**config.mk**
```make
export PLATFORM = sky130hd
export DESIGN_NAME = gir_top
export DESIGN_NICKNAME = d
export VERILOG_FILES = /design/src/hw/gir_pkg.sv /design/src/hw/gir_input_sense.sv /design/src/hw/gir_top.sv
export SDC_FILE = /design/constraint.sdc
export NUM_CORES = 1
export LEC_CHECK = 0
export BUFFER_PORTS_ARGS = -buffer_cell sky130_fd_sc_hd__buf_2
export CELL_PAD_IN_SITES_DETAIL_PLACEMENT = 1
export CELL_PAD_IN_SITES_GLOBAL_PLACEMENT = 2
export CORE_MARGIN = 10
export CORE_UTILIZATION = 40
export CTS_CLUSTER_DIAMETER = 40
export DETAILED_ROUTE_END_ITERATION = 10
export GPL_TIMING_DRIVEN = 0
export PLACE_DENSITY = 0.83
export RECOVER_POWER = 25
export SYNTH_ARGS = -nofsm -noshare
export SYNTH_HDL_FRONTEND = slang
export SYNTH_SLANG_ARGS = --single-unit
```
**constraint.sdc**
```tcl
create_clock -name pclk -period 4 [get_ports pclk]
set_input_delay 0.8 -clock pclk [delete_from_list [all_inputs] [get_ports pclk]]
set_output_delay 0.8 -clock pclk [all_outputs]
set_load 0.05 [all_outputs]
```
**src/hw/gir_pkg.sv**
```systemverilog
/*
  gir_pkg: constants and carrier types for the general input interrupt
  polarity and event routing block.
  Assumes a 32-bit APB master in the same clock domain as pclk.
*/
package gir_pkg;

  localparam int NUM_IN  = 19;
  localparam int NUM_EVT = 16;
  localparam int IDX_W   = 8;
  localparam int ADDR_W  = 10;

  // register indices; byte address is four times the index
  localparam logic [IDX_W-1:0] IDX_STATUS   = 8'h01;
  localparam logic [IDX_W-1:0] IDX_POL_LO   = 8'h1e;
  localparam logic [IDX_W-1:0] IDX_POL_MID  = 8'h1f;
  localparam logic [IDX_W-1:0] IDX_POL_HI   = 8'h20;
  localparam logic [IDX_W-1:0] IDX_EVT_LO   = 8'h21;
  localparam logic [IDX_W-1:0] IDX_EVT_MID  = 8'h22;
  localparam logic [IDX_W-1:0] IDX_IEN_LO   = 8'h24;
  localparam logic [IDX_W-1:0] IDX_IEN_MID  = 8'h25;
  localparam logic [IDX_W-1:0] IDX_IEN_HI   = 8'h26;
  localparam logic [IDX_W-1:0] IDX_MASK     = 8'h30;
  localparam logic [IDX_W-1:0] IDX_FLAG_LO  = 8'h31;
  localparam logic [IDX_W-1:0] IDX_FLAG_MID = 8'h32;
  localparam logic [IDX_W-1:0] IDX_FLAG_HI  = 8'h33;

  // status and mask bit positions
  localparam int STAT_EVT_BIT   = 0;
  localparam int STAT_INPUT_BIT = 1;
  localparam int STAT_W         = 2;

  // only three inputs live in the high group
  localparam logic [7:0] HI_GROUP_MASK = 8'h07;

  // values after reset
  localparam logic [NUM_IN-1:0]  POL_RST    = 19'h00000;
  localparam logic [NUM_EVT-1:0] ROUTE_RST  = 16'h0000;
  localparam logic [NUM_IN-1:0]  IEN_RST    = 19'h00000;
  localparam logic [STAT_W-1:0]  MASK_RST   = 2'h0;
  localparam logic [31:0]        PRDATA_RST = 32'h00000000;

  typedef struct packed {
    logic              psel;
    logic              penable;
    logic              pwrite;
    logic [ADDR_W-1:0] paddr;
    logic [31:0]       pwdata;
  } gir_apb_req_s;

  // one event entry: input number counted from zero and its level
  typedef struct packed {
    logic [4:0] source;
    logic       level;
  } gir_event_s;

endpackage

```
**src/hw/gir_input_sense.sv**
```systemverilog
/*
  gir_input_sense: registers the general inputs and flags every change.
  Assumes the inputs are already synchronous to pclk.
*/
`timescale 1ns/1ps
module gir_input_sense
(
  input  wire logic                     pclk,
  input  wire logic                     presetn,
  input  wire logic [gir_pkg::NUM_IN-1:0] pins,
  output logic      [gir_pkg::NUM_IN-1:0] level_q,
  output logic      [gir_pkg::NUM_IN-1:0] change_q
);
  import gir_pkg::*;

  logic [NUM_IN-1:0] prev_q;

  always_ff @(posedge pclk or negedge presetn)
  begin
    if (!presetn)
    begin
      prev_q   <= '0;
      level_q  <= '0;
      change_q <= '0;
    end
    else
    begin
      prev_q   <= pins;
      level_q  <= prev_q;
      change_q <= prev_q ^ level_q;
    end
  end

endmodule

```
**src/hw/gir_top.sv**
```systemverilog
/*
  gir_top: polarity selection and interrupt flags for nineteen general
  inputs, event routing for inputs 1 to 16, with an APB register slave.
  Assumes a synchronous APB master on pclk and an event FIFO and unlock
  logic downstream that consume the event pulse and source mask.
*/
//
// What this block does
// - polarity bit 0 means low pin is active, 1 means high pin is active
// - input 1 flag follows row pin zero level for as long as it holds
// - polarity register 0x1e holds inputs 1 to 8, input 8 in bit 7
// - polarity register 0x1f holds inputs 9 to 16, input 16 in bit 7
// - polarity register 0x20 holds inputs 17 to 19; bits 7 to 3 reserved
// - event route bit 1 makes input activity produce FIFO events; 0x21 inputs 1-8
// - event route register 0x22 covers inputs 9 to 16, input 16 in bit 7
// - routed inputs are FIFO event sources and valid unlock sources
// - activity on a routed input raises the FIFO event interrupt flag
// - a routed input never feeds the general input interrupt flag
// - input interrupt flag is status bit 1 of 0x01: flag, enable and level
`timescale 1ns/1ps
module gir_top
(
  input  wire logic                          pclk,
  input  wire logic                          presetn,
  input  wire gir_pkg::gir_apb_req_s         apb_req,
  output logic      [31:0]                   prdata_q,
  output logic                               pready_q,
  output logic                               pslverr_q,
  input  wire logic [gir_pkg::NUM_IN-1:0]    general_input,
  output logic      [gir_pkg::NUM_IN-1:0]    input_flag_q,
  output logic      [gir_pkg::NUM_EVT-1:0]   unlock_src_q,
  output logic                               event_valid_q,
  output gir_pkg::gir_event_s                event_q,
  output logic                               input_irq_flag_q,
  output logic                               irq_q
);
  import gir_pkg::*;

  logic [NUM_IN-1:0]  level;
  logic [NUM_IN-1:0]  change;
  logic [NUM_IN-1:0]  pol_q;
  logic [NUM_EVT-1:0] route_q;
  logic [NUM_IN-1:0]  ien_q;
  logic [STAT_W-1:0]  mask_q;
  logic [STAT_W-1:0]  status_q;
  logic [NUM_EVT-1:0] pend_q;

  gir_input_sense u_sense
  (
    .pclk     (pclk),
    .presetn  (presetn),
    .pins     (general_input),
    .level_q  (level),
    .change_q (change)
  );

  // apb slave: one wait state, answer registered
  wire                 acc_start = apb_req.psel & apb_req.penable & ~pready_q;
  wire                 acc_done  = apb_req.psel & apb_req.penable & pready_q;
  wire [IDX_W-1:0]     idx       = apb_req.paddr[ADDR_W-1:2];
  wire                 wr_done   = acc_done & apb_req.pwrite;
  wire                 rd_done   = acc_done & ~apb_req.pwrite;
  wire [7:0]           wbyte     = apb_req.pwdata[7:0];

  wire sel_status   = (idx == IDX_STATUS);
  wire sel_pol_lo   = (idx == IDX_POL_LO);
  wire sel_pol_mid  = (idx == IDX_POL_MID);
  wire sel_pol_hi   = (idx == IDX_POL_HI);
  wire sel_evt_lo   = (idx == IDX_EVT_LO);
  wire sel_evt_mid  = (idx == IDX_EVT_MID);
  wire sel_ien_lo   = (idx == IDX_IEN_LO);
  wire sel_ien_mid  = (idx == IDX_IEN_MID);
  wire sel_ien_hi   = (idx == IDX_IEN_HI);
  wire sel_mask     = (idx == IDX_MASK);
  wire sel_flag_lo  = (idx == IDX_FLAG_LO);
  wire sel_flag_mid = (idx == IDX_FLAG_MID);
  wire sel_flag_hi  = (idx == IDX_FLAG_HI);

  wire hit = sel_status | sel_pol_lo | sel_pol_mid | sel_pol_hi | sel_evt_lo
           | sel_evt_mid | sel_ien_lo | sel_ien_mid | sel_ien_hi | sel_mask
           | sel_flag_lo | sel_flag_mid | sel_flag_hi;

  wire [7:0] hi_pol_rd  = {5'h00, pol_q[18:16]};
  wire [7:0] hi_ien_rd  = {5'h00, ien_q[18:16]};
  wire [7:0] hi_flag_rd = {5'h00, input_flag_q[18:16]};

  wire [7:0] rd_byte =
      sel_status   ? {6'h00, status_q}     :
      sel_pol_lo   ? pol_q[7:0]            :
      sel_pol_mid  ? pol_q[15:8]           :
      sel_pol_hi   ? hi_pol_rd             :
      sel_evt_lo   ? route_q[7:0]          :
      sel_evt_mid  ? route_q[15:8]         :
      sel_ien_lo   ? ien_q[7:0]            :
      sel_ien_mid  ? ien_q[15:8]           :
      sel_ien_hi   ? hi_ien_rd             :
      sel_mask     ? {6'h00, mask_q}       :
      sel_flag_lo  ? input_flag_q[7:0]     :
      sel_flag_mid ? input_flag_q[15:8]    :
      sel_flag_hi  ? hi_flag_rd            :
                     8'h00;

  always_ff @(posedge pclk or negedge presetn)
  begin
    if (!presetn)
    begin
      pready_q  <= 1'b0;
      pslverr_q <= 1'b0;
      prdata_q  <= PRDATA_RST;
    end
    else
    begin
      pready_q  <= acc_start;
      pslverr_q <= acc_start & ~hit;
      if (acc_start)
      begin
        prdata_q <= {24'h000000, rd_byte};
      end
    end
  end

  // configuration registers
  wire [NUM_IN-1:0] pol_d =
      {(wr_done & sel_pol_hi)  ? wbyte[2:0] : pol_q[18:16],
       (wr_done & sel_pol_mid) ? wbyte      : pol_q[15:8],
       (wr_done & sel_pol_lo)  ? wbyte      : pol_q[7:0]};

  wire [NUM_EVT-1:0] route_d =
      {(wr_done & sel_evt_mid) ? wbyte : route_q[15:8],
       (wr_done & sel_evt_lo)  ? wbyte : route_q[7:0]};

  wire [NUM_IN-1:0] ien_d =
      {(wr_done & sel_ien_hi)  ? wbyte[2:0] : ien_q[18:16],
       (wr_done & sel_ien_mid) ? wbyte      : ien_q[15:8],
       (wr_done & sel_ien_lo)  ? wbyte      : ien_q[7:0]};

  wire [STAT_W-1:0] mask_d = (wr_done & sel_mask) ? wbyte[STAT_W-1:0] : mask_q;

  always_ff @(posedge pclk or negedge presetn)
  begin
    if (!presetn)
    begin
      pol_q   <= POL_RST;
      route_q <= ROUTE_RST;
      ien_q   <= IEN_RST;
      mask_q  <= MASK_RST;
    end
    else
    begin
      pol_q   <= pol_d;
      route_q <= route_d;
      ien_q   <= ien_d;
      mask_q  <= mask_d;
    end
  end

  // level flags and the general input interrupt
  // inputs 17 to 19 have no route bit here, so they always stay in
  // interrupt mode
  wire [NUM_IN-1:0] route_full = {3'h0, route_q};

  // active when the pin equals its polarity bit, for as long as it does
  wire [NUM_IN-1:0] level_cond = ~(level ^ pol_q);

  // a routed input is masked out regardless of enable or polarity
  wire [NUM_IN-1:0] flag_d = level_cond & ~route_full;

  wire input_irq_d = |(input_flag_q & ien_q);

  // event selection: lowest pending routed input goes first
  logic [NUM_EVT:0]   lower_any;
  logic [NUM_EVT-1:0] grant;

  assign lower_any[0] = 1'b0;

  genvar gi;
  generate
    for (gi = 0; gi < NUM_EVT; gi++)
    begin : g_pick
      assign grant[gi]       = pend_q[gi] & ~lower_any[gi];
      assign lower_any[gi+1] = lower_any[gi] | pend_q[gi];
    end
  endgenerate

  function automatic logic [4:0] encode(input logic [NUM_EVT-1:0] onehot);
    logic [4:0] n;
    n = 5'h00;
    for (int i = 0; i < NUM_EVT; i++)
    begin
      if (onehot[i])
      begin
        n = 5'(i);
      end
    end
    return n;
  endfunction

  wire        any_grant  = lower_any[NUM_EVT];
  wire [4:0]  grant_num  = encode(grant);

  // a change in the same cycle as its grant is kept pending, so a
  // fast toggle produces a second entry instead of being lost
  wire [NUM_EVT-1:0] pend_d = (pend_q & ~grant)
                            | (change[NUM_EVT-1:0] & route_q);

  // sticky status, cleared by reading it
  // only the bits actually returned are cleared, so a set that lands
  // after the read data was captured survives
  wire [STAT_W-1:0] rd_clear = (rd_done & sel_status) ? prdata_q[STAT_W-1:0]
                                                      : {STAT_W{1'b0}};
  wire [STAT_W-1:0] stat_set;

  assign stat_set[STAT_EVT_BIT]   = any_grant;
  assign stat_set[STAT_INPUT_BIT] = input_irq_d;

  wire [STAT_W-1:0] status_d = (status_q & ~rd_clear) | stat_set;

  always_ff @(posedge pclk or negedge presetn)
  begin
    if (!presetn)
    begin
      input_flag_q     <= '0;
      pend_q           <= '0;
      status_q         <= '0;
      input_irq_flag_q <= 1'b0;
      irq_q            <= 1'b0;
      event_valid_q    <= 1'b0;
      event_q          <= '0;
      unlock_src_q     <= '0;
    end
    else
    begin
      input_flag_q     <= flag_d;
      pend_q           <= pend_d;
      status_q         <= status_d;
      input_irq_flag_q <= input_irq_d;
      irq_q            <= |(status_d & mask_q);
      event_valid_q    <= any_grant;
      event_q.source   <= grant_num;
      event_q.level    <= |(grant & level[NUM_EVT-1:0]);
      unlock_src_q     <= route_q;
    end
  end

endmodule
```
==> key figures, run 1 <==
Die
  • Core area: 18700 µm²
  • Initial Utilization: 40.6%
  • Num rows: 50
  • Die Width: 158 µm
  • Die Area: 24900 µm²
  • # IOs: 144
  • Die span in y: 158 µm

Power
  • Seq pwr share: 50.4%
  • Peak supply drop: 0.000314 V
  • P_sw: 1030 µW
  • Pwr/cell area: 426 nW/µm²
  • Sw frac: 26.8%
  • P_int: 2810 µW
  • Comb pwr share: 8.7%
  • Clock network power share: 40.9%
  • Leak Pwr: 0.00443 µW

Setup path
  • Worst R2R Setup Slack: 1.57 ns
  • Critical-path cell list: buf_2, nor2_1, nand3_1, nor3_2, mux2_2
  • Reg2reg end: route_q[3]$_DFFE_PN0P_
  • Worst path max stage delay: 1.11 ns
  • Slowest cell on the critical path: nor3_2
  • Critical R2R Launch: pready_q$_DFF_PN0_
  • CP top delay family: simple AND/OR/NAND/NOR gates
  • Worst Path Required: 4.31 ns
  • R2R cell count: 4
  • Setup crit start kind: input port
  • Critical Path AT: 3.29 ns
  • Max Fanout on Critical Path: 8
  • Crit end category: register
  • Critical path class: input port to register
  • Critical path buffer and inverter count: 1

Layout
  • Final #Nets: 812
  • Layout area overhead: 18.7%
  • Finished Core Util: 48.2%
  • Number of diodes: 0
  • Non-Filler Instances: 993
  • Layout cells sized above 1: 31.0%
  • Fillers: 2006
  • Final instance area: 9020 µm²

Synthesis
  • Distinct cells, synth: 67
  • Syn avg cell area: 12.4 µm²
  • Seq cells post-synth: 181
  • Sequential share of the synthesized area: 59.6%
  • Area of the mapped netlist: 7600 µm²
  • Ys Warns: 0
  • Number of synthesized flops with an enable pin: 0
  • Post-synth ARST share: 100%
  • Main synth FF type: dfrtp_1
  • Synthesized instance count: 611

Clock network
  • Clock transition at path regs: 0.07 ns
  • Clock Path Buffers: 2
  • TritonCTS clock tree: done
  • CTS Root Cell: clkbuf_16
  • Worst skew pair latency: 0.43 ns
  • CTS Hold Bufs: 0
  • H-Tree Depth: 4
  • Cts repair resizes: 0
  • Num Clock Sinks: 181
  • TritonCTS Buffers: 17
  • Post-CTS Setup Bufs: 0

GRT
  • Gr usage total: 19.5%
  • Initial antenna violation count: 0
  • Remaining Overflow, GRT: 0
  • Vias in the first global route: 5969
  • Largest net degree at the start of global routing: 93
  • First-pass GRT wire length: 36400 µm

Place
  • Placed cell area: 8480 µm²
  • Routability-driven placement congestion ratio: 0.951
  • Cell count after placement: 961
  • DP Wirelength: 17400 µm
  • PortBufs: 91

Drt
  • WL final: 23600 µm
  • Via count: 5471
  • Final ANT Viol Nets: 0
  • Highest routed layer: met4
  • Met1 Routed Length: 10200 µm
  • Met2 routed WL: 11500 µm
  • Vias per cell: 5.51
  • WL met3: 1410 µm
  • Iteration-0 DRC Markers: 327
  • DRC viols: 0
  • Routed wire per std cell: 23.7 µm
  • First-pass DRT Iterations: 5

Job
  • Max-cap viol count: 1

STA
  • Post-route clock skew: 0.0100 ns
  • Final-report hold violation count: 0
  • Fin. max-slew vios: 90
  • Count of final setup violators: 0
  • Slew @ Worst Pin: 2.26 ns
  • FMAX: 336 MHz
  • Period utilisation layout: 74.4%
  • RSZ-0062 raised after global routing: no
  • Slew HR: -50.9%
  • Final worst path period need: 2.98 ns
  • WHS: 0.353 ns

Run status
  • Status: finished with violations
  • Failing checks: max-capacitance violations, max-slew violations

Hold path
  • Min-Delay Startpoint: u_sense.prev_q[16]$_DFF_PN0_
  • Hold path endpoint: u_sense.level_q[16]$_DFF_PN0_
  • Hold depth: 0
  • Hold WC Path Type: register to register
[layout make-up]
class / count / area, µm² / share of cell area, %
clock buffers: 20 / 457 / 5.06
well taps: 234 / 293 / 3.25
inverters: 15 / 56.3 / 0.624
clock inverters: 12 / 95.1 / 1.05
repair buffers: 92 / 483 / 5.36
flip-flops and latches: 181 / 4530 / 50.2
multi-input cells: 396 / 2830 / 31.4
plain buffers: 43 / 274 / 3.04
[sequential cells by signal, indices dropped and copies added, names as in the netlist]
signal            count
ien_q                19
input_flag_q         19
pol_q                19
u_sense.level_q      19
u_sense.prev_q       19
pend_q               16
route_q              16
u_sense.change_q     16
unlock_src_q         16
prdata_q              8
event_q               5
mask_q                2
status_q              2
event_valid_q         1
input_irq_flag_q      1
irq_q                 1
pready_q              1
pslverr_q             1
[placed cells by master (no fill, tap or decap), types with 4 or more instances in the layout]
cell type   netlist  routed
dfrtp_1         181     181
buf_2             5      95
mux2_2           58      58
nand2_1          46      46
xor2_1           32      32
nor2_1           31      31
o21ai_0          30      30
buf_4            26      26
conb_1            1      25
nand3_1          23      23
clkbuf_16         0      17
inv_1            15      15
a21oi_1          12      12
nor3_1           11      11
a22o_1           11      11
clkbuf_1          8       9
nand4_1           9       9
a222oi_1          7       7
nand2b_1          6       6
and3_1            5       5
o2111ai_1         5       5
or2_2             4       4
or4_1             4       4
a21o_1            4       4
a221oi_1          4       4
a22oi_1           4       4
nand3b_1          4       4
mux2i_1           4       4
clkinvlp_4        0       4
[through the flow]
stage | setup slack [ns] | setup TNS (ns) | power (µW)
2_1_floorplan | 1.54 | 0 | 2160
3_5_place_dp | 0.639 | 0 | 2300
6_report | 1.02 | 0 | 3840
5_1_grt | 0.955 | 0 | 3990
3_3_place_gp | -0.614 | -107.30 | 2290
4_1_cts | 1.07 | 0 | 3870
[layer usage]
layer	up-vias	track usage, %
met4	0	6.32
met2	179	31.5
met5	-	0
met3	25	4.37
li1	2429	-
met1	2838	25.5
[logic make-up (layout without fill, tap and decap cells)]
logic type / count (synthesis) / count (layout) / synth area share [%]
AOI/OAI and AO/OA: 103 / 103 / 9.66
muxes: 63 / 63 / 9.42
DFF: 181 / 181 / 59.6
buffers and inverters: 58 / 182 / 4.35
and+or+nand+nor: 170 / 170 / 12.9
xor gates and xnor gates: 35 / 35 / 4.03
other: 1 / 25 / 0.0493
[worst max path at each step]
stage                 from                         to  slack [ns]  cells after the start
2_1_floorplan  apb_req[41]       pol_q[0]$_DFFE_PN0P_        1.54                      5
3_3_place_gp       presetn  unlock_src_q[6]$_DFF_PN0_       -0.61                      1
3_5_place_dp   apb_req[41]     route_q[7]$_DFFE_PN0P_        0.64                      5
4_1_cts        apb_req[41]     route_q[7]$_DFFE_PN0P_        1.07                      5
5_1_grt        apb_req[41]     route_q[3]$_DFFE_PN0P_        0.96                      5
6_report       apb_req[41]     route_q[3]$_DFFE_PN0P_        1.02                      5
[synth_stat cells (all sizes together), types with 2 or more instances]
cell     count  share of area (%)
o32ai        3               0.35
o21ai       30                2.0
a22oi        5               0.56
a211oi       2               0.20
nor4b        4               0.63
o22ai        2               0.16
o31ai        2               0.20
and2         2               0.16
nand2b       6               0.49
or3          4               0.40
and4bb       2               0.33
nand3b       4               0.40
o311ai       2               0.23
clkbuf       9               0.46
mux2        58                8.6
xor2        32                3.7
xnor2        3               0.35
o31a         2               0.23
mux2i        4               0.53
nor3        14                1.2
o2111ai      5               0.58
or4b         2               0.31
a21oi       12               0.79
a221oi       4               0.46
or4          5               0.54
a21o         4               0.40
nand2       46                2.3
inv         15               0.74
nand4        9               0.74
o221ai       2               0.23
and3         5               0.41
a22o        11                1.3
nand3       24                1.7
nor2        33                1.8
o21a         2               0.20
buf         34                3.1
dfrtp      181                 60
or2          4               0.33
nor4         5               0.81
a222oi       7               0.92
[power groups by stage]
stage          combinational (µW)  clock (µW)  sequential [µW]
2_1_floorplan                 153           0             2010
3_5_place_dp                  334           0             1970
3_3_place_gp                  322           0             1970
6_report                      333        1570             1940
4_1_cts                       335        1600             1940
5_1_grt                       359        1690             1940
(Power assumes the default switching activity.)
==> run 2: changes to the inputs <==
--- a/config.mk
+++ b/config.mk
@@ -9,11 +9,11 @@
 export CELL_PAD_IN_SITES_DETAIL_PLACEMENT = 1
 export CELL_PAD_IN_SITES_GLOBAL_PLACEMENT = 2
 export CORE_MARGIN = 10
-export CORE_UTILIZATION = 40
+export CORE_UTILIZATION = 33
 export CTS_CLUSTER_DIAMETER = 40
 export DETAILED_ROUTE_END_ITERATION = 10
 export GPL_TIMING_DRIVEN = 0
-export PLACE_DENSITY = 0.83
+export PLACE_DENSITY = 0.73
 export RECOVER_POWER = 25
 export SYNTH_ARGS = -nofsm -noshare
 export SYNTH_HDL_FRONTEND = slang
==> constraint.sdc (replaced) <==
create_clock -name pclk -period 2.59 [get_ports pclk]
set_input_delay 0.518 -clock pclk [delete_from_list [all_inputs] [get_ports pclk]]
set_output_delay 0.518 -clock pclk [all_outputs]
set_load 0.05 [all_outputs]
==> run 2 against run 1 <==
Against the previous run: the run ends with max-capacitance violations, max-slew violations, negative setup slack left; total power rose by 60%; final cell count is 5.1% higher; critical path depth unchanged; clock skew about the same; register-to-register slack lost 1.2 ns; via count down 2.9%; highest routed layer unchanged.
==> key figures, run 2 (synthesis gave the netlist of run 1 again) <==
Setup path
  • Reg2reg end: irq_q$_DFF_PN0_
  • R2R cell count: 6 (+2)
  • Worst R2R Setup Slack: 0.35 ns (-1.22 ns)
  • Critical R2R Launch: pend_q[1]$_DFF_PN0_
  • Crit end category: register
  • Max Fanout on Critical Path: 10 (+2)
  • Critical path class: input port to register
  • Setup crit start kind: input port
  • Critical Path AT: 2.92 ns (-0.37 ns)
  • Worst Path Required: 2.90 ns (-1.41 ns)

Place
  • Routability-driven placement congestion ratio: 0.905 (-4.9%)
  • DP Wirelength: 17700 µm (+1.7%)
  • PortBufs: 91 (unchanged)
  • DP Worst Slack: -0.575 ns (-1.21 ns)

STA
  • Period utilisation layout: 100%
  • Final worst path period need: 2.60 ns
  • Final-report hold violation count: 0 (unchanged)
  • TNS Setup: -0.0503 ns (-0.0503 ns)
  • FMAX: 384 MHz
  • Slew HR: -15.3% (+36 points)
  • Post-route clock skew: 0.0103 ns (+0.000301 ns)
  • Count of final setup violators: 7 (+7)
  • RSZ-0062 raised after global routing: no
  • Slew @ Worst Pin: 1.73 ns (-0.533 ns)
  • Fin. max-slew vios: 66 (-27%)
  • Worst setup margin: -0.0129 ns (-1.04 ns)
  • WHS: 0.186 ns (-0.167 ns)

Layout
  • Number of diodes: 0 (unchanged)
  • Fillers: 2449 (+22%)
  • Final #Nets: 812 (unchanged)
  • Most common cell after layout, fill and taps aside: dfrtp_1
  • Layout area overhead: 20.1%
  • Finished Core Util: 40.3% (-7.9 points)
  • Most frequent cells in the layout: 181 x dfrtp_1, 95 x buf_2, 58 x mux2_2
  • Layout cells sized above 1: 30.8% (-0.13 points)

Drt
  • First-pass DRT Iterations: 4 (-1)
  • WL met3: 1120 µm (-20%)
  • Highest routed layer: met4
  • Iteration-0 DRC Markers: 348 (+6.4%)
  • Via count: 5312 (-2.9%)
  • DRC viols: 0 (unchanged)
  • WL final: 24200 µm (+2.7%)
  • Met2 routed WL: 11800 µm (+3.1%)
  • Met1 Routed Length: 10900 µm (+6.1%)
  • Vias per cell: 5.09 (-7.6%)
  • Final ANT Viol Nets: 0 (unchanged)
  • Routed wire per std cell: 23.2 µm (-2.3%)

Power
  • Seq pwr share: 48.7% (-1.7 points)
  • Comb pwr share: 8.3% (-0.4 points)
  • P_int: 4520 µW (+61%)
  • P_sw: 1620 µW (+58%)
  • Clock network power share: 43.0% (+2.1 points)
  • Leak Pwr: 0.00447 µW (+0.90%)
  • Pwr/cell area: 673 nW/µm² (+58%)
  • Peak supply drop: 0.000461 V (+47%)
  • Sw frac: 26.4% (-0.39 points)
  • Total Power: 6140 µW (+60%)

Clock network
  • Post-CTS Setup Bufs: 0 (unchanged)
  • CTS Hold Bufs: 0 (unchanged)
  • Num Clock Sinks: 181 (unchanged)
  • Worst skew pair latency: 0.43 ns (about the same)
  • TritonCTS clock tree: done
  • Clock transition at path regs: 0.07 ns (about the same)
  • CTS Root Cell: clkbuf_16
  • Clock Path Buffers: 2 (unchanged)
  • Cts repair resizes: 1 (+1)
  • H-Tree Depth: 4 (unchanged)
  • TritonCTS Buffers: 17 (unchanged)

GRT
  • Vias in the first global route: 5832 (-2.3%)
  • Remaining Overflow, GRT: 0 (unchanged)
  • Gr usage total: 16.8% (-2.7 points)
  • Largest net degree at the start of global routing: 117 (+26%)
  • Initial antenna violation count: 0 (unchanged)
  • First-pass GRT wire length: 36700 µm (+0.84%)

Run status
  • Failing checks: max-capacitance violations, max-slew violations, negative setup slack
  • Status: finished with violations

Die
  • Die span in y: 172 µm (+8.8%)
  • # IOs: 144 (unchanged)
  • Die Width: 172 µm (+8.8%)
  • Initial Utilization: 33.6% (-7.1 points)
  • Core area: 22600 µm² (+21%)
  • Num rows: 55 (+10%)
  • Die Area: 29500 µm² (+18%)

Hold path
  • Min-Delay Startpoint: general_input[9]
  • Hold path endpoint: u_sense.prev_q[9]$_DFF_PN0_
  • Hold depth: 1 (+1)
  • Hold WC Path Type: input port to register

Job
  • Max-cap viol count: 1 (unchanged)
-- run 2: cell count changes in the layout (fill, tap and decap cells not counted), sizes merged --
| cell | previous run | this run |
|---|---|---|
| clkinv | 5 | 3 |
| clkinvlp | 4 | 2 |
| inv | 18 | 20 |
| bufinv | 0 | 2 |
-- run 2: critical path, cell delays in order --
cell and delay, ns:
buf_2 0.10, clkbuf_1 0.43, nor4b_2 0.72, nand3_1 0.66, mux2_2 0.48
-- run 2: power groups by stage --
stage / clock [µW] / sequential, µW / combinational [µW]
after CTS: 2710 / 2990 / 518
final: 2640 / 2990 / 512
after global routing: 2830 / 3000 / 556
after floorplan: 0 / 3100 / 237
after detailed placement: 0 / 3050 / 517
after global placement: 0 / 3040 / 502
-- run 2: how the worst max path moves through the flow --
stage	start	to	slack (ns)
final	apb_req[36]	ien_q[6]$_DFFE_PN0P_	-0.01
after global routing	apb_req[36]	ien_q[4]$_DFFE_PN0P_	0.02
after floorplan	apb_req[41]	pol_q[0]$_DFFE_PN0P_	0.42
after CTS	apb_req[36]	ien_q[4]$_DFFE_PN0P_	0.11
after global placement	presetn	unlock_src_q[6]$_DFF_PN0_	-1.87
after detailed placement	apb_req[41]	route_q[3]$_DFFE_PN0P_	-0.58
-- run 2: cell type report --
class	instances	area [µm²]	share of cell area, %
sequential	181	4530	49.6
multi-input combinational	396	2840	31.1
timing repair buffer	92	483	5.29
clock buffer	20	447	4.89
tap	285	357	3.91
buffer	43	274	3.00
clock inverter	12	143	1.56
inverter	15	56.3	0.617
-- run 2: through the flow --
stage | std cells | cell area (µm²)
final | 1044 | 9130
after global routing | 1044 | 9130
after CTS | 1044 | 9140
after detailed placement | 1012 | 8540
after global placement | 1011 | 8500
after floorplan | 635 | 7690
-- run 2: routing by layer --
metal / track usage [%] / vias to the layer above
met2: 27.7 / 121
met4: 4.99 / 0
met1: 21.9 / 2735
li1: - / 2432
met5: 0 / -
met3: 3.39 / 24
==> run 3: changes to the inputs <==
--- a/config.mk
+++ b/config.mk
@@ -15,6 +15,7 @@
 export GPL_TIMING_DRIVEN = 0
 export PLACE_DENSITY = 0.73
 export RECOVER_POWER = 25
+export SETUP_SLACK_MARGIN = 0.3
 export SYNTH_ARGS = -nofsm -noshare
 export SYNTH_HDL_FRONTEND = slang
 export SYNTH_SLANG_ARGS = --single-unit
==> run 3 against run 2 <==
Against the previous run: the flow finishes with violations (max-capacitance violations, max-slew violations); routed wire length rose by 0.14%; sequential share of layout area fell by 0.72 points; non-clock buffer count rose by 7; via count rose by 1.0%; global-route usage barely moved; highest routed layer unchanged.
==> key figures, run 3 (synthesis gave the netlist of run 1 again) <==
Run status
  • Status: finished with violations
  • Failing checks: max-capacitance violations, max-slew violations

Drt
  • DRC viols: 0 (unchanged)
  • WL final: 24200 µm (+0.14%)
  • Highest routed layer: met4
  • WL met3: 1220 µm (+8.5%)
  • Routed wire per std cell: 23.1 µm (-0.52%)
  • Met2 routed WL: 11800 µm (-0.15%)
  • Via count: 5367 (+1.0%)
  • Iteration-0 DRC Markers: 340 (-2.3%)
  • First-pass DRT Iterations: 4 (unchanged)
  • Vias per cell: 5.11 (+0.36%)
  • Met1 Routed Length: 10800 µm (-0.76%)
  • Final ANT Viol Nets: 0 (unchanged)

Power
  • Peak supply drop: 0.000462 V (+0.36%)
  • Leak Pwr: 0.00454 µW (+1.5%)
  • Pwr/cell area: 664 nW/µm² (-1.4%)

GRT
  • Vias in the first global route: 5848 (+0.27%)
  • Initial antenna violation count: 0 (unchanged)
  • Gr usage total: 16.8% (about the same)
  • First-pass GRT wire length: 36700 µm (about the same)
  • Remaining Overflow, GRT: 0 (unchanged)
  • Largest net degree at the start of global routing: 117 (unchanged)

STA
  • Fin. max-slew vios: 66 (unchanged)
  • WHS: 0.185 ns (-0.000862 ns)
  • Count of final setup violators: 0 (-7)
  • Final-report hold violation count: 0 (unchanged)
  • RSZ-0062 raised after global routing: yes
  • Final worst path period need: 2.23 ns (-0.373 ns)
  • Slew @ Worst Pin: 1.72 ns (-0.0107 ns)
  • FMAX: 449 MHz (+17%)
  • Post-route clock skew: 0.00953 ns (-0.000814 ns)
  • Period utilisation layout: 86.1% (-14 points)
  • Slew HR: -14.6% (+0.71 points)

Layout
  • Final #Nets: 819 (+0.86%)
  • Most common cell after layout, fill and taps aside: dfrtp_1
  • Most frequent cells in the layout: 179 x dfrtp_1, 95 x buf_2, 58 x mux2_2
  • Final instance area: 9270 µm² (+1.5%)
  • Layout cells sized above 1: 33.0% (+2.2 points)
  • Number of diodes: 0 (unchanged)
  • Finished Core Util: 40.9% (+0.61 points)
  • Layout area overhead: 21.9%

Die
  • Die Area: 29500 µm² (unchanged)
  • # IOs: 144 (unchanged)
  • Die Width: 172 µm (unchanged)
  • Initial Utilization: 33.6% (unchanged)
  • Num rows: 55 (unchanged)
  • Die span in y: 172 µm (unchanged)
  • Core area: 22600 µm² (unchanged)

Clock network
  • H-Tree Depth: 4 (unchanged)
  • Clock Path Buffers: 2 (unchanged)
  • TritonCTS Buffers: 17 (unchanged)
  • Num Clock Sinks: 181 (unchanged)
  • Worst skew pair latency: 0.43 ns (about the same)
  • CTS Root Cell: clkbuf_16
  • TritonCTS clock tree: done
  • Clock transition at path regs: 0.07 ns (about the same)

Setup path
  • Worst R2R Setup Slack: 0.40 ns (+0.05 ns)
  • Setup crit start kind: input port
  • Critical-path cell list: buf_2, buf_4, nor4b_2, buf_2, buf_2, nand3_2, mux2_2
  • Crit end category: register
  • Worst path max stage delay: 0.38 ns (-0.34 ns)
  • Crit-path most repeated cell: buf_2
  • Slowest cell on the critical path: nor4b_2
  • Critical Path AT: 2.54 ns (-0.38 ns)
  • Max Fanout on Critical Path: 10 (unchanged)
  • Worst Path Required: 2.90 ns (about the same)
  • Critical path class: input port to register

Place
  • Routability-driven placement congestion ratio: 0.905 (unchanged)
  • PortBufs: 91 (unchanged)
  • Placed cell area: 8540 µm² (unchanged)
  • DP Wirelength: 17700 µm (unchanged)

Job
  • Max-cap viol count: 1 (unchanged)

Hold path
  • Hold WC Path Type: input port to register
## run 3: metrics by stage
step | std cells | setup WS, ns | setup TNS [ns] | power, µW
2_1_floorplan | 635 | 0.415 | 0 | 3340
3_3_place_gp | 1011 | -1.87 | -346.00 | 3540
3_5_place_dp | 1012 | -0.575 | -13.86 | 3560
4_1_cts | 1049 | 0.311 | 0 | 6220
5_1_grt | 1051 | 0.292 | 0 | 6390
6_report | 1051 | 0.361 | 0 | 6150
## run 3: area by class of cell
cell class	instances	area, µm²
fill	2439	13400
sequential	181	4530
multi-input combinational	396	2890
timing repair buffer	99	561
clock buffer	20	447
tap	285	357
buffer	43	277
clock inverter	12	143
inverter	15	56.3
## run 3: path summary, 6_finish.rpt
path,startpoint,endpoint,cells after the start
min in group asynchronous,presetn,u_sense.prev_q[2]$_DFF_PN0_,1
worst min register to register,u_sense.prev_q[17]$_DFF_PN0_,u_sense.level_q[17]$_DFF_PN0_,0
max in group asynchronous,presetn,pol_q[14]$_DFFE_PN0P_,2
worst max register to register,pend_q[1]$_DFF_PN0_,pend_q[12]$_DFF_PN0_,6
worst max-delay path,apb_req[39],ien_q[10]$_DFFE_PN0P_,7
worst min-delay path,general_input[9],u_sense.prev_q[9]$_DFF_PN0_,1
## run 3: per-layer routing
metal	track usage [%]	vias to the layer above
li1	-	2444
met1	21.8	2754
met2	27.7	144
met3	3.42	25
met4	5.02	0
met5	0	-
## run 3: worst max-delay path, delay by kind of cell
family / cells / cell delay [ns]
simple gates: 2 / 0.72
buf+inv: 4 / 0.92
mux: 1 / 0.38
## run 3: what timing repair did
action / 4_1_cts / 5_1_grt
setup buffers: 5 / 2
cloned: 0 / 0
resized for setup: 6 / 12
endpoints found under the setup margin: 36 / 34
endpoints found under the hold margin: 0 / 0
hold buffers: 0 / 0
pin swaps: 2 / 1
## run 3: power breakdown
part	internal [µW]	switching (µW)
registers	2920	74.3
clock network	1470	1170
logic	136	381
total	4520	1630
